**config.mk**
```make
export PLATFORM = sky130hd
export DESIGN_NAME = adcc_top
export DESIGN_NICKNAME = d
export VERILOG_FILES = /design/src/hw/adcc_pkg.sv /design/src/hw/adcc_top.sv /design/src/hw/adcc_mux_decode.sv /design/src/hw/adcc_apb_slave.sv
export VERILOG_INCLUDE_DIRS = /design/src /design/src/hw
export SDC_FILE = /design/constraint.sdc
export NUM_CORES = 1
export LEC_CHECK = 0
export ABC_CLOCK_PERIOD_IN_PS = 2500
export BUFFER_PORTS_ARGS = -buffer_cell sky130_fd_sc_hd__buf_4
export CAP_MARGIN = 20
export CELL_PAD_IN_SITES_DETAIL_PLACEMENT = 0
export CELL_PAD_IN_SITES_GLOBAL_PLACEMENT = 1
export CORE_ASPECT_RATIO = 1.75
export CORE_MARGIN = 2
export CORE_UTILIZATION = 35
export CTS_BUF_LIST = sky130_fd_sc_hd__clkbuf_8
export CTS_CLUSTER_SIZE = 14
export DETAILED_ROUTE_END_ITERATION = 8
export GPL_TIMING_DRIVEN = 0
export PLACE_DENSITY = 0.88
export SYNTH_ARGS = -nofsm -noshare
export SYNTH_HDL_FRONTEND = slang
export SYNTH_HIERARCHICAL = 1
export SYNTH_SLANG_ARGS = --single-unit
```
**constraint.sdc**
```tcl
create_clock -name clk_sys -period 2.5 [get_ports clk_sys]
set_input_delay 0.5 -clock clk_sys [delete_from_list [all_inputs] [get_ports clk_sys]]
set_output_delay 0.5 -clock clk_sys [all_outputs]
set_load 0.01 [all_outputs]
```
**src/hw/adcc_cfg.svh**
```systemverilog
// constants for the converter control block
`ifndef ADCC_CFG_SVH
`define ADCC_CFG_SVH
// register byte offsets
`define ADCC_OFF_STATUS_CTRL 12'h000
`define ADCC_OFF_RESULT      12'h004
`define ADCC_OFF_IRQ_MASK    12'h008
`define ADCC_OFF_CONV_CYCLES 12'h00c
// status/control field positions
`define ADCC_BIT_DONE        7
`define ADCC_BIT_IRQ_EN      6
`define ADCC_BIT_CONT        5
`define ADCC_SEL_HI          4
`define ADCC_SEL_LO          0
// reset values
`define ADCC_RST_CTRL        8'h1f
`define ADCC_RST_CYCLES      8'h10
// select codes
`define ADCC_SEL_LAST_PORT   5'h07
`define ADCC_SEL_FACTORY     5'h1b
`define ADCC_SEL_REF_HIGH    5'h1d
`define ADCC_SEL_REF_LOW     5'h1e
`define ADCC_SEL_POWER_OFF   5'h1f
// converter result width
`define ADCC_RES_W           10
`endif

```
**src/hw/adcc_pkg.sv**
```systemverilog
// types shared by the converter control block
package adcc_pkg;
    typedef enum logic [1:0] {
        ADCC_IDLE,
        ADCC_SAMPLE,
        ADCC_FINISH
    } adcc_state_t;

    typedef enum logic [2:0] {
        ADCC_SRC_PORT,
        ADCC_SRC_REF_HIGH,
        ADCC_SRC_REF_LOW,
        ADCC_SRC_FACTORY,
        ADCC_SRC_UNUSED,
        ADCC_SRC_OFF
    } adcc_src_t;
endpackage : adcc_pkg

```
**src/hw/adcc_top.sv**
```systemverilog
// converter conversion control with apb register access
//
// How it works
// - any control write aborts the running conversion and starts anew, unless it selects power off
// - without irq enable the done flag is read-only and sets per conversion, in continuous mode on the first only
// - done flag clears on control write or result read
// - with irq enable the done flag is writable; reset clears it
// - with irq enable set, each finished conversion raises an interrupt
// - pending interrupt clears on result read or control write, and also on a status read
// - reset clears the interrupt enable
// - continuous bit converts back to back, updating the result each time
// - continuous bit clear performs one conversion per start then idles
// - reset clears the continuous bit
// - five-bit select; codes zero to seven route port b inputs 0 to 7
// - unused codes give undefined results, left uncontrolled
// - 11101 high reference, 11110 low reference, 11011 factory test
// - all-ones select powers the converter off
`timescale 1ns/10ps
`default_nettype none
`include "adcc_cfg.svh"
module adcc_top
    import adcc_pkg::*;
(
    // clock and reset
    input  wire logic                   clk_sys,
    input  wire logic                   rst_n,
    // apb slave
    input  wire logic                   psel,
    input  wire logic                   penable,
    input  wire logic                   pwrite,
    input  wire logic [11:0]            paddr,
    input  wire logic [31:0]            pwdata,
    output logic [31:0]                 prdata,
    output logic                        pready,
    output logic                        pslverr,
    // analog front end
    input  wire logic [`ADCC_RES_W-1:0] sample_value,
    output logic [7:0]                  port_b_enable,
    output logic                        high_reference_node_en,
    output logic                        low_reference_node_en,
    output logic                        factory_test_en,
    output logic                        converter_power_on,
    output logic                        sample_strobe,
    // interrupt
    output logic                        irq
);
    // ------------------------------------------------------------------
    // register access
    // ------------------------------------------------------------------
    logic wr_ctrl;
    logic wr_mask;
    logic wr_cycles;
    logic rd_ctrl;
    logic rd_result;

    adcc_apb_slave u_apb (
        .psel      (psel),
        .penable   (penable),
        .pwrite    (pwrite),
        .paddr     (paddr),
        .pready    (pready),
        .pslverr   (pslverr),
        .wr_ctrl   (wr_ctrl),
        .wr_mask   (wr_mask),
        .wr_cycles (wr_cycles),
        .rd_ctrl   (rd_ctrl),
        .rd_result (rd_result)
    );

    logic [4:0]             input_channel_select_q;
    logic                   conversion_irq_enable_q;
    logic                   continuous_convert_select_q;
    logic                   conversion_done_flag_q;
    logic                   irq_pending_q;
    logic                   irq_mask_q;
    logic [7:0]             conv_cycles_q;
    logic [7:0]             count_q;
    logic [`ADCC_RES_W-1:0] result_q;
    logic                   first_done_q;
    adcc_state_t            state_q;
    logic                   conv_end;
    logic                   powered_off;
    adcc_src_t              source;

    // ------------------------------------------------------------------
    // control fields
    // ------------------------------------------------------------------
    always_ff @(posedge clk_sys) begin
        if (!rst_n) begin
            input_channel_select_q      <= 5'(`ADCC_RST_CTRL);
            conversion_irq_enable_q     <= 1'b0;
            continuous_convert_select_q <= 1'b0;
        end else if (wr_ctrl) begin
            input_channel_select_q      <= pwdata[`ADCC_SEL_HI:`ADCC_SEL_LO];
            conversion_irq_enable_q     <= pwdata[`ADCC_BIT_IRQ_EN];
            continuous_convert_select_q <= pwdata[`ADCC_BIT_CONT];
        end
    end

    always_ff @(posedge clk_sys) begin
        if (!rst_n) begin
            irq_mask_q    <= 1'b1;
            conv_cycles_q <= `ADCC_RST_CYCLES;
        end else begin
            if (wr_mask)
                irq_mask_q <= pwdata[`ADCC_BIT_DONE];
            if (wr_cycles && pwdata[7:0] != 8'h00)
                conv_cycles_q <= pwdata[7:0];
        end
    end

    adcc_mux_decode u_mux (
        .sel                    (input_channel_select_q),
        .port_b_enable          (port_b_enable),
        .high_reference_node_en (high_reference_node_en),
        .low_reference_node_en  (low_reference_node_en),
        .factory_test_en        (factory_test_en),
        .powered_off            (powered_off),
        .source                 (source)
    );

    // unused codes convert whatever the front end returns
    assign converter_power_on = !powered_off;

    // ------------------------------------------------------------------
    // conversion sequencer
    // ------------------------------------------------------------------
    assign conv_end = (state_q == ADCC_SAMPLE) && (count_q == 8'h01);

    always_ff @(posedge clk_sys) begin
        if (!rst_n) begin
            state_q <= ADCC_IDLE;
            count_q <= 8'h00;
        end else if (wr_ctrl) begin
            // restart on the new select; power-off code stays idle
            if (pwdata[`ADCC_SEL_HI:`ADCC_SEL_LO] == `ADCC_SEL_POWER_OFF) begin
                state_q <= ADCC_IDLE;
            end else begin
                state_q <= ADCC_SAMPLE;
            end
            count_q <= conv_cycles_q;
        end else begin
            case (state_q)
                ADCC_IDLE: begin
                    count_q <= 8'h00;
                end
                ADCC_SAMPLE: begin
                    if (powered_off)
                        state_q <= ADCC_IDLE;
                    else if (conv_end)
                        state_q <= ADCC_FINISH;
                    count_q <= count_q - 8'h01;
                end
                ADCC_FINISH: begin
                    if (continuous_convert_select_q) begin
                        state_q <= ADCC_SAMPLE;
                        count_q <= conv_cycles_q;
                    end else begin
                        state_q <= ADCC_IDLE;
                    end
                end
                default: state_q <= ADCC_IDLE;
            endcase
        end
    end

    assign sample_strobe = conv_end && !wr_ctrl;

    // result holds until the next completion overwrites it
    always_ff @(posedge clk_sys) begin
        if (!rst_n)
            result_q <= '0;
        else if (sample_strobe)
            result_q <= sample_value;
    end

    // ------------------------------------------------------------------
    // done flag and interrupt
    // ------------------------------------------------------------------
    // in continuous mode the flag only reports the first conversion
    always_ff @(posedge clk_sys) begin
        if (!rst_n)
            first_done_q <= 1'b0;
        else if (wr_ctrl)
            first_done_q <= 1'b0;
        else if (sample_strobe)
            first_done_q <= 1'b1;
    end

    // set wins over a same-cycle clear from a result read
    always_ff @(posedge clk_sys) begin
        if (!rst_n)
            conversion_done_flag_q <= 1'b0;
        else if (wr_ctrl)
            conversion_done_flag_q <= conversion_irq_enable_q &&
                                      pwdata[`ADCC_BIT_IRQ_EN] &&
                                      pwdata[`ADCC_BIT_DONE];
        else if (sample_strobe &&
                 !(continuous_convert_select_q && first_done_q))
            conversion_done_flag_q <= 1'b1;
        else if (rd_result)
            conversion_done_flag_q <= 1'b0;
    end

    always_ff @(posedge clk_sys) begin
        if (!rst_n)
            irq_pending_q <= 1'b0;
        else if (sample_strobe && conversion_irq_enable_q)
            irq_pending_q <= 1'b1;
        else if (wr_ctrl || rd_result || rd_ctrl)
            irq_pending_q <= 1'b0;
    end

    assign irq = irq_pending_q && irq_mask_q;

    // ------------------------------------------------------------------
    // read data
    // ------------------------------------------------------------------
    always_comb begin
        prdata = 32'h0000_0000;
        case (paddr)
            `ADCC_OFF_STATUS_CTRL: begin
                prdata[`ADCC_BIT_DONE]   = conversion_done_flag_q;
                prdata[`ADCC_BIT_IRQ_EN] = conversion_irq_enable_q;
                prdata[`ADCC_BIT_CONT]   = continuous_convert_select_q;
                prdata[`ADCC_SEL_HI:`ADCC_SEL_LO] = input_channel_select_q;
            end
            `ADCC_OFF_RESULT:      prdata[`ADCC_RES_W-1:0] = result_q;
            `ADCC_OFF_IRQ_MASK:    prdata[`ADCC_BIT_DONE] = irq_mask_q;
            `ADCC_OFF_CONV_CYCLES: prdata[7:0] = conv_cycles_q;
            default:               prdata = 32'h0000_0000;
        endcase
    end

    // ------------------------------------------------------------------
    // checks
    // ------------------------------------------------------------------
    a_write_restarts: assert property (
        @(posedge clk_sys) disable iff (!rst_n)
        wr_ctrl && pwdata[`ADCC_SEL_HI:`ADCC_SEL_LO] != `ADCC_SEL_POWER_OFF
        |=> state_q == ADCC_SAMPLE)
        else $error("control write did not restart conversion");
    a_done_sets: assert property (
        @(posedge clk_sys) disable iff (!rst_n)
        sample_strobe && !continuous_convert_select_q
        |=> conversion_done_flag_q)
        else $error("done flag missed a conversion");
    // later conversions of a continuous run leave the flag alone
    a_cont_flag_once: assert property (
        @(posedge clk_sys) disable iff (!rst_n)
        sample_strobe && continuous_convert_select_q && first_done_q &&
        !rd_result |=> conversion_done_flag_q == $past(conversion_done_flag_q))
        else $error("done flag set again in continuous mode");
    a_done_clears: assert property (
        @(posedge clk_sys) disable iff (!rst_n)
        rd_result && !sample_strobe && !wr_ctrl
        |=> !conversion_done_flag_q)
        else $error("done flag not cleared by result read");
    a_irq_raised: assert property (
        @(posedge clk_sys) disable iff (!rst_n)
        sample_strobe && conversion_irq_enable_q
        |=> irq_pending_q)
        else $error("interrupt not raised at conversion end");
    a_irq_withdrawn: assert property (
        @(posedge clk_sys) disable iff (!rst_n)
        wr_ctrl
        |=> !irq_pending_q)
        else $error("interrupt not withdrawn on control write");
    a_read_drops_irq: assert property (
        @(posedge clk_sys) disable iff (!rst_n)
        rd_result && !(sample_strobe && conversion_irq_enable_q)
        |=> !irq_pending_q)
        else $error("interrupt not withdrawn on result read");
    a_single_idles: assert property (
        @(posedge clk_sys) disable iff (!rst_n)
        state_q == ADCC_FINISH && !continuous_convert_select_q && !wr_ctrl
        |=> state_q == ADCC_IDLE ##1 (state_q == ADCC_IDLE || $past(wr_ctrl)))
        else $error("single mode did not idle");
    a_cont_repeats: assert property (
        @(posedge clk_sys) disable iff (!rst_n)
        state_q == ADCC_FINISH && continuous_convert_select_q && !wr_ctrl
        |=> state_q == ADCC_SAMPLE)
        else $error("continuous mode stopped");
    // the strobe is a single-cycle capture pulse per conversion
    a_strobe_pulse: assert property (
        @(posedge clk_sys) disable iff (!rst_n)
        sample_strobe
        |=> !sample_strobe)
        else $error("sample strobe longer than one cycle");
    a_result_holds: assert property (
        @(posedge clk_sys) disable iff (!rst_n)
        !sample_strobe
        |=> result_q == $past(result_q))
        else $error("result changed without a conversion");
    a_power_off: assert property (
        @(posedge clk_sys) disable iff (!rst_n)
        input_channel_select_q == `ADCC_SEL_POWER_OFF
        |-> !converter_power_on)
        else $error("converter powered with off code");
    a_off_stays_idle: assert property (
        @(posedge clk_sys) disable iff (!rst_n)
        powered_off && !wr_ctrl
        |=> state_q == ADCC_IDLE)
        else $error("sequencer ran while powered off");
    a_reset_ctrl: assert property (
        @(posedge clk_sys)
        !rst_n
        |=> !conversion_irq_enable_q && !continuous_convert_select_q)
        else $error("reset left enables set");
endmodule : adcc_top
`default_nettype wire

```
**src/hw/adcc_mux_decode.sv**
```systemverilog
// input select decoder for the converter multiplexer
`timescale 1ns/10ps
`default_nettype none
`include "adcc_cfg.svh"
module adcc_mux_decode
    import adcc_pkg::*;
(
    // select code
    input  wire logic [4:0] sel,
    // decoded routing
    output logic [7:0]      port_b_enable,
    output logic            high_reference_node_en,
    output logic            low_reference_node_en,
    output logic            factory_test_en,
    output logic            powered_off,
    output adcc_src_t       source
);
    function automatic adcc_src_t adcc_classify(input logic [4:0] s);
        if (s <= `ADCC_SEL_LAST_PORT)
            return ADCC_SRC_PORT;
        else if (s == `ADCC_SEL_REF_HIGH)
            return ADCC_SRC_REF_HIGH;
        else if (s == `ADCC_SEL_REF_LOW)
            return ADCC_SRC_REF_LOW;
        else if (s == `ADCC_SEL_FACTORY)
            return ADCC_SRC_FACTORY;
        else if (s == `ADCC_SEL_POWER_OFF)
            return ADCC_SRC_OFF;
        else
            return ADCC_SRC_UNUSED;
    endfunction : adcc_classify

    always_comb begin
        source = adcc_classify(sel);
    end

    genvar gi;
    generate
        for (gi = 0; gi < 8; gi++) begin : g_port
            // codes zero to seven route port b inputs in order
            assign port_b_enable[gi] = (source == ADCC_SRC_PORT) &&
                                       (sel[2:0] == 3'(gi));
        end
    endgenerate

    assign high_reference_node_en = (source == ADCC_SRC_REF_HIGH);
    assign low_reference_node_en  = (source == ADCC_SRC_REF_LOW);
    assign factory_test_en        = (source == ADCC_SRC_FACTORY);
    assign powered_off            = (source == ADCC_SRC_OFF);

    // each code is checked as it is left, on its settled decode
    a_off_only_all_ones: assert property (
        @(sel) powered_off |-> (sel == `ADCC_SEL_POWER_OFF))
        else $error("power off decoded from a wrong code");
endmodule : adcc_mux_decode
`default_nettype wire

```
**src/hw/adcc_apb_slave.sv**
```systemverilog
// apb access decoder for the converter control registers
`timescale 1ns/10ps
`default_nettype none
`include "adcc_cfg.svh"
module adcc_apb_slave
    import adcc_pkg::*;
(
    // apb side
    input  wire logic        psel,
    input  wire logic        penable,
    input  wire logic        pwrite,
    input  wire logic [11:0] paddr,
    output logic             pready,
    output logic             pslverr,
    // decoded strobes
    output logic             wr_ctrl,
    output logic             wr_mask,
    output logic             wr_cycles,
    output logic             rd_ctrl,
    output logic             rd_result
);
    logic access;
    logic mapped;

    assign access  = psel && penable;
    // zero wait states: every access completes in its first access cycle
    assign pready  = 1'b1;
    assign mapped  = (paddr == `ADCC_OFF_STATUS_CTRL) ||
                     (paddr == `ADCC_OFF_RESULT) ||
                     (paddr == `ADCC_OFF_IRQ_MASK) ||
                     (paddr == `ADCC_OFF_CONV_CYCLES);
    assign pslverr = access && !mapped;
    assign wr_ctrl   = access && pwrite && (paddr == `ADCC_OFF_STATUS_CTRL);
    assign wr_mask   = access && pwrite && (paddr == `ADCC_OFF_IRQ_MASK);
    assign wr_cycles = access && pwrite && (paddr == `ADCC_OFF_CONV_CYCLES);
    assign rd_ctrl   = access && !pwrite && (paddr == `ADCC_OFF_STATUS_CTRL);
    assign rd_result = access && !pwrite && (paddr == `ADCC_OFF_RESULT);
endmodule : adcc_apb_slave
`default_nettype wire

```
==> impl_summary.md, run 1 <==
STA
The relative slew slack is 52.8%. Setup repair after global routing could not meet its margin everywhere. The setup total negative slack is 0 ns.

Across the routed clock network, the largest skew measured is 0.0109 ns. The worst-margin pin slew is 0.702 ns. The time the final worst path needs with I/O delays and setup is roughly 2.5 ns.

The number of hold violations in the final report is 0. Setup violations remaining at the end of the flow were counted as 0. The worst path uses a little over nine tenths of the clock period. The max-slew violation count is 0. The upper clock frequency limit is 0.405 GHz.

Status
The run finished with clean final reports.

Min path
The startpoint of the worst hold path is sample_value[7]. The path category of the worst min-delay check is input port to flip-flop.

Pwr
The switching share of total power is 26.3%. In this run the power spent charging and discharging nets is 0.000318 W. The cell internal power dissipation is 0.000891 W. IR analysis of the VDD net gives a maximum drop of 0.176 mV. In this run, flip-flops and latches consume 51.3% of the power. In this run the static leakage power is about 1.4 nW.

Of the total power, combinational logic draws 12.9%. The clock network accounts for 35.8% of the total power. The power per standard cell area is 368 nW/um2.

Setup path
The required time at the endpoint of the critical path is around 2 ns. The critical path is of the input port to primary output type. The kind of capture point of the worst setup path is a primary output. The element type at the critical path start is an input port. The worst setup path startpoint is paddr[9]. In this run the critical register-to-register path is launched from input_channel_select_q[3]. The data arrival time of the critical path is 1.97 ns. In this run the worst path has a maximum fanout of 10.

Layout
The filler cell count in the final layout is 709. The number of nets in the layout is 476. From synthesis to final layout, the design area changed by 31.2%. Of the cells placed in the final design, the portion with a size suffix greater than 1 is 29.3%. The post-route core utilization is 47.6%. The number of antenna diodes is 0.

Drt
After detailed routing, the average wire length per cell comes to 14.5 um. In this run, the number of DRC markers left after iteration 0 of detailed routing was 140. The total via count in the routed design is between 2000 and 3000.

The post-route antenna net violation count is 0. The length of the first detailed-routing pass in iterations is 4. Summed over all layers, the routed wires come to 7.21 mm. Using the TritonRoute via totals, the vias-per-cell ratio works out to 5.05. The number of DRC violations after detailed routing is 0.

Job
The count of max-cap constraint violations is 0.

Clocking
The post-CTS clock slew at the launch and capture registers of the worst setup and hold paths is 0.08 ns. The clock tree synthesis step divided the H-tree into 2 levels. The number of buffers on the longest clock path is 2. The CTS tree is built. The clock tree root buffer cell is sky130_fd_sc_hd__clkbuf_8. The clock net sink count is 39. The total CTS buffers is 5.

The later-pin clock latency in the skew report is 0.31 ns.

Global route
The all-layer global routing usage is 19.2%. Summed over all layers, the global routing overflow is 0. The via count of the first global-routing pass is approximately 2300.

Entering global routing, the biggest net connects 13 pins. The initial antenna violation count came to 0. The global-route wire length before repair is 11.3 mm.

Synthesis
The total of warnings raised by yosys is 6. Summing every instance area after synthesis gives 2510 um2. The post-synthesis average cell area is 7.83 um2. Synthesis produced 320 cells.

Floorplanning
The die span in x is 68.0 um. Row generation in the floorplan step produced 40 rows. The die covers 7880 um2. The number of ports placed on the die boundary is 107.

The chip height is between 100 and 150 um. The area of the core is slightly below 7000 um2. The effective utilization at floorplan is a little over a third.

Place
Port buffering added 59 buffers. Once detailed placement completed, the half-perimeter wirelength came to 5.79 mm. The final estimated routing congestion in global placement is 0.822.
[power by group through the flow]
| stage | Combinational (W) | Clock (W) | Sequential, W |
|---|---|---|---|
| 2_1_floorplan | 0.0000814 | 0 | 0.000635 |
| 3_3_place_gp | 0.000148 | 0 | 0.000635 |
| 3_5_place_dp | 0.000150 | 0 | 0.000635 |
| 4_1_cts | 0.000152 | 0.000438 | 0.000621 |
| 5_1_grt | 0.000169 | 0.000472 | 0.000621 |
| 6_report | 0.000156 | 0.000433 | 0.000621 |
[metal layers]
| metal | vias up | share of wire [%] | global-route usage, % |
|---|---|---|---|
| met5 | - | 0 | 0 |
| met3 | 10 | 5.8 | 3.11 |
| li1 | 1253 | - | - |
| met2 | 79 | 57 | 38.3 |
| met4 | 0 | 2.2 | 7.73 |
| met1 | 1167 | 35 | 18.2 |
[path summary, 6_finish.rpt]
| check | to | slack, ns | cells after the start |
|---|---|---|---|
| hold / removal | result_q[7] | 0.40 | 3 |
| setup / recovery | sample_strobe | 0.03 | 8 |
| hold reg to reg | result_q[9] | 0.45 | 2 |
| setup reg to reg | state_q[0] | 0.61 | 7 |
[worst max-delay path, stage by stage]
cell and delay, ns:
sky130_fd_sc_hd__buf_4 0.12, sky130_fd_sc_hd__nor4_4 0.28, sky130_fd_sc_hd__nand4_1 0.21, sky130_fd_sc_hd__nor3b_4 0.29, sky130_fd_sc_hd__inv_2 0.07, sky130_fd_sc_hd__and4_4 0.16
sky130_fd_sc_hd__buf_4 0.17, sky130_fd_sc_hd__buf_4 0.15
[repair_timing]
action,in CTS,in global routing
hold buffers,0,0
endpoints found under the setup margin,1,6
buffers inserted,2,3
pin swaps,2,2
gates resized for setup,4,4
gates cloned,0,0
[metrics by stage]
stage	instances	area [um2]	total power (W)	hold slack, ns	worst slack [ns]
final	497	3290	0.00121	0.402	0.0305
after global routing	497	3290	0.00126	0.414	-0.0444
after CTS	494	3250	0.00121	0.406	0.0146
after detailed placement	484	3130	0.000785	0.439	-0.287
after global placement	484	3130	0.000784	0.434	-0.281
after floorplan	341	2580	0.000717	0.424	0.287
[state kept, by name, summed over array words and instances (netlist names)]
register,count
conversion_done_flag_q,1
result_q,10
continuous_convert_select_q,1
input_channel_select_q,5
state_q,2
irq_pending_q,1
conversion_irq_enable_q,1
count_q,8
irq_mask_q,1
first_done_q,1
conv_cycles_q,8
[layout by cell type, fill, tap and decap left out, types with 3 or more instances in the layout]
master                      n
sky130_fd_sc_hd__o21ai_0   16
sky130_fd_sc_hd__and2_1     4
sky130_fd_sc_hd__clkbuf_1   8
sky130_fd_sc_hd__a21oi_1   11
sky130_fd_sc_hd__clkbuf_8   5
sky130_fd_sc_hd__mux2i_1   14
sky130_fd_sc_hd__buf_4     89
sky130_fd_sc_hd__ha_1       5
sky130_fd_sc_hd__nand4_1    3
sky130_fd_sc_hd__and3_1     4
sky130_fd_sc_hd__o211ai_1   4
sky130_fd_sc_hd__buf_2      4
sky130_fd_sc_hd__nand3_1   14
sky130_fd_sc_hd__conb_1    23
sky130_fd_sc_hd__a21boi_0   3
sky130_fd_sc_hd__nor2b_1    7
sky130_fd_sc_hd__nor4_1     6
sky130_fd_sc_hd__inv_1      8
sky130_fd_sc_hd__a21boi_1   7
sky130_fd_sc_hd__dfxtp_1   39
sky130_fd_sc_hd__nor2_1    33
sky130_fd_sc_hd__nand2_1   47
sky130_fd_sc_hd__nor3_1    10
[layout make-up]
type	instances	area (um2)	share of cell area, %
plain buffers	40	265	8.07
clock buffers	5	68.8	2.09
clock inverters	3	16.3	0.495
inverters	8	30.0	0.913
multi-input cells	254	1540	46.9
flip-flops and latches	39	781	23.7
well taps	84	105	3.20
repair buffers	64	480	14.6
(Power assumes the default switching activity.)
==> run 2: changes to the inputs <==
==> constraint.sdc (replaced) <==
create_clock -name clk_sys -period 2.5 [get_ports clk_sys]
set_input_delay 0.125 -clock clk_sys [delete_from_list [all_inputs] [get_ports clk_sys]]
set_output_delay 0.125 -clock clk_sys [all_outputs]
set_load 0.01 [all_outputs]
==> run 2 against run 1 <==
  * Clock skew hardly changed
  * Global-route usage decreased by 0.25 points
  * Clock power barely moved
  * Largest power group unchanged
==> impl_summary.md, run 2 (same netlist as run 1, synthesis figures left out) <==
Status
The run finished with clean final reports.

Setup path
The end of the worst register-to-register path is state_q[0]. The largest stage delay on the critical path is 0.40 ns (+0.11 ns). The setup slack of the most critical reg-to-reg path is 0.64 ns (+0.03 ns).

The data arrival time of the critical path is 1.95 ns (-0.02 ns). The worst setup path startpoint is paddr[9]. Grouping stages by cell kind, the critical path spends the most delay in simple AND/OR/NAND/NOR gates. The critical path goes through buf_4, nor4_2, nand4_1, nor3b_2, inv_1, and4_1, buf_4, buf_4. By startpoint and endpoint, the worst setup path is classified as input port to primary output.

The slowest cell on the critical path is sky130_fd_sc_hd__nor3b_2. The largest fanout on the critical path is 10 (unchanged). The worst setup path is captured at a primary output. The worst setup path is launched from an input port.

The cell that appears most often on the critical path is sky130_fd_sc_hd__buf_4. The buffering stage count on the worst path with inverters included is 4 (unchanged). The critical path depth is 8 (unchanged). The origin of the critical flop-to-flop path is input_channel_select_q[3]. The required time at the endpoint of the critical path is 2.38 ns (+0.38 ns).

The number of cells traversed by the worst register-to-register path is 7 (unchanged). Following the worst setup path forward leads to its endpoint at sample_strobe.

Layout
The top cell types in the final layout, fill and taps aside, are sky130_fd_sc_hd__buf_4 (84), sky130_fd_sc_hd__nand2_1 (47), sky130_fd_sc_hd__dfxtp_1 (39). The area growth from synthesis to layout is 28.4%. Leaving out fill and tap cells, the most frequent cell in the layout is sky130_fd_sc_hd__buf_4.

The filler cell count in the final layout was 715 (+0.85%). The area occupied by multi-input gates is 1510 um2 (-2.0%). The layout cell share with drive strength beyond 1 is 27.5% (-1.8 points). The sequential cell area is 781 um2 (unchanged). The largest registers in the layout are result_q: 10 flops, conv_cycles_q: 8 flops, count_q: 8 flops. The top register by number of flip-flops is result_q. The number of nets in the layout is 471 (-1.1%). The post-route core utilization is 46.6% (-1.0 points). The number of flip-flops in the largest register is 10 (unchanged).

The number of antenna diodes is 0 (unchanged).

Global route
The initial antenna violation count was 0 (unchanged). The all-layer global routing usage is 18.9% (-0.25 points). The overall overflow remaining after global route is 0 (unchanged). The via count of the first global-routing pass is 2325 (-0.94%). The pin count of the biggest net entering global routing came to 13 (unchanged). The global-route wire length before repair is 11.1 mm (-1.2%).

Clocking
The post-CTS clock slew at the launch and capture registers of the worst setup and hold paths is 0.08 ns (about the same). The post-CTS setup-driven buffer insertion count is 0 (-2). The number of hold buffers added after CTS is 0 (unchanged). The CTS tree is built. The total number of H-tree levels is 2 (unchanged). The later-pin clock latency in the skew report came to 0.30 ns (about the same). The clock net sink count was 39 (unchanged). The count of cells resized by post-cts repair is 0 (-4). The total CTS buffers is 5 (unchanged). The number of buffers on the longest clock path is 2 (unchanged). CTS placed an instance of sky130_fd_sc_hd__clkbuf_8 at the clock tree root.

STA
Setup repair after global routing left no endpoint under its margin. The worst-margin pin slew is 0.614 ns (-0.0884 ns). The final period utilization is 83.0% (-16 points). The max-slew violation count is 0 (unchanged).

The total setup violations reported at the end of the flow is 0 (unchanged). The upper clock frequency limit is 0.482 GHz (+19%). The number of hold violations in the final report is 0 (unchanged). The maximum clock skew at final layout came to 0.0113 ns (+0.000411 ns).

The worst hold slack after final layout is 0.0273 ns (-0.375 ns). The relative slew slack came to 58.8% (+5.9 points). The setup total negative slack is 0 ns (unchanged). The time the final worst path needs with I/O delays and setup came to 2.07 ns (-0.395 ns).

Floorplanning
The chip height is 116 um (unchanged). The floorplan row count came to 40 (unchanged). The die span in x is 68.0 um (unchanged). The area of the core came to 6910 um2 (unchanged). The number of ports placed on the die boundary was 107 (unchanged).

The die outline area was 7880 um2 (unchanged). The effective utilization at floorplan came to 36.3% (unchanged).

Pwr
The post-route total power is 0.00120 W (-0.43%). The static leakage is 1.40 nW (-2.4%). The worst IR drop on VDD came to 0.176 mV (about the same).

The power per standard cell area is 374 nW/um2 (+1.7%).

Drt
The post-route antenna net violation count was 0 (unchanged). The number of DRC violations after detailed routing is 0 (unchanged). The total via count in the routed design is 2475 (-1.4%). The length of the first detailed-routing pass in iterations is 4 (unchanged).

The detailed-route vias per instance is 5.03 (-0.35%). The detailed-route wire length per cell is 14.5 um (+0.11%). The number of design-rule violations left by the first detailed-router iteration is 157 (+12%). The wire length reported by the detailed router is 7.15 mm (-0.90%).

Min path
The number of cells on the worst hold path came to 3 (unchanged). The tightest min-delay check is of the input port to flip-flop type.

Place
The half-perimeter wire length after detailed placement is 5.79 mm (unchanged). The number of buffers added on ports was 59 (unchanged). The final estimated routing congestion in global placement is 0.822 (unchanged).

Job
The count of max-cap constraint violations is 0 (unchanged).
run 2: changes by cell type in the layout (fill, tap and decap cells not counted), sizes merged:
cell,change
buf,-5
run 2: area by class of cell:
| class | count | share of cell area, % |
|---|---|---|
| Clock inverter | 3 | 0.505 |
| Sequential cell | 39 | 24.3 |
| Multi-Input combinational cell | 254 | 46.9 |
| Tap cell | 84 | 3.27 |
| Clock buffer | 5 | 2.14 |
| Buffer | 40 | 8.20 |
| Timing Repair Buffer | 59 | 13.8 |
| Inverter | 8 | 0.933 |
run 2: layer usage:
metal	up-vias	GRT usage [%]	wire (um)
li1	1246	-	-
met1	1145	18.0	2580
met2	74	37.6	4040
met3	10	3.11	371
met4	0	7.73	160
met5	-	0	0
run 2: where the power goes:
part | leakage [nW] | total, W | switching [W] | internal, W
combinational | 1.04 | 0.000151 | 0.0000736 | 0.0000777
clock | 0.0453 | 0.000432 | 0.000241 | 0.000191
sequential | 0.314 | 0.000621 | 0.0000000129 | 0.000620
total | 1.40 | 0.00120 | 0.000314 | 0.000889
run 2: worst min-delay path, cell delays in order:
cell                      delay (ns)
sky130_fd_sc_hd__buf_4          0.07
sky130_fd_sc_hd__nand3_1        0.04
sky130_fd_sc_hd__o21ai_0        0.06
run 2: how the worst min path moves through the flow:
| stage | startpoint | end | slack, ns |
|---|---|---|---|
| 4_1_cts | sample_value[7] | result_q[7] | 0.03 |
| 6_report | sample_value[7] | result_q[7] | 0.03 |
| 3_5_place_dp | sample_value[7] | result_q[7] | 0.35 |
| 5_1_grt | sample_value[1] | result_q[1] | 0.04 |
| 2_1_floorplan | pwdata[4] | conv_cycles_q[4] | 0.25 |
| 3_3_place_gp | sample_value[8] | result_q[8] | 0.34 |
run 2: per-stage QoR:
stage | area, um2 | std cells | setup WS, ns
2_1_floorplan | 2580 | 341 | 0.765
3_3_place_gp | 3130 | 484 | 0.339
3_5_place_dp | 3130 | 484 | 0.324
4_1_cts | 3220 | 492 | 0.407
5_1_grt | 3220 | 492 | 0.313
6_report | 3220 | 492 | 0.425
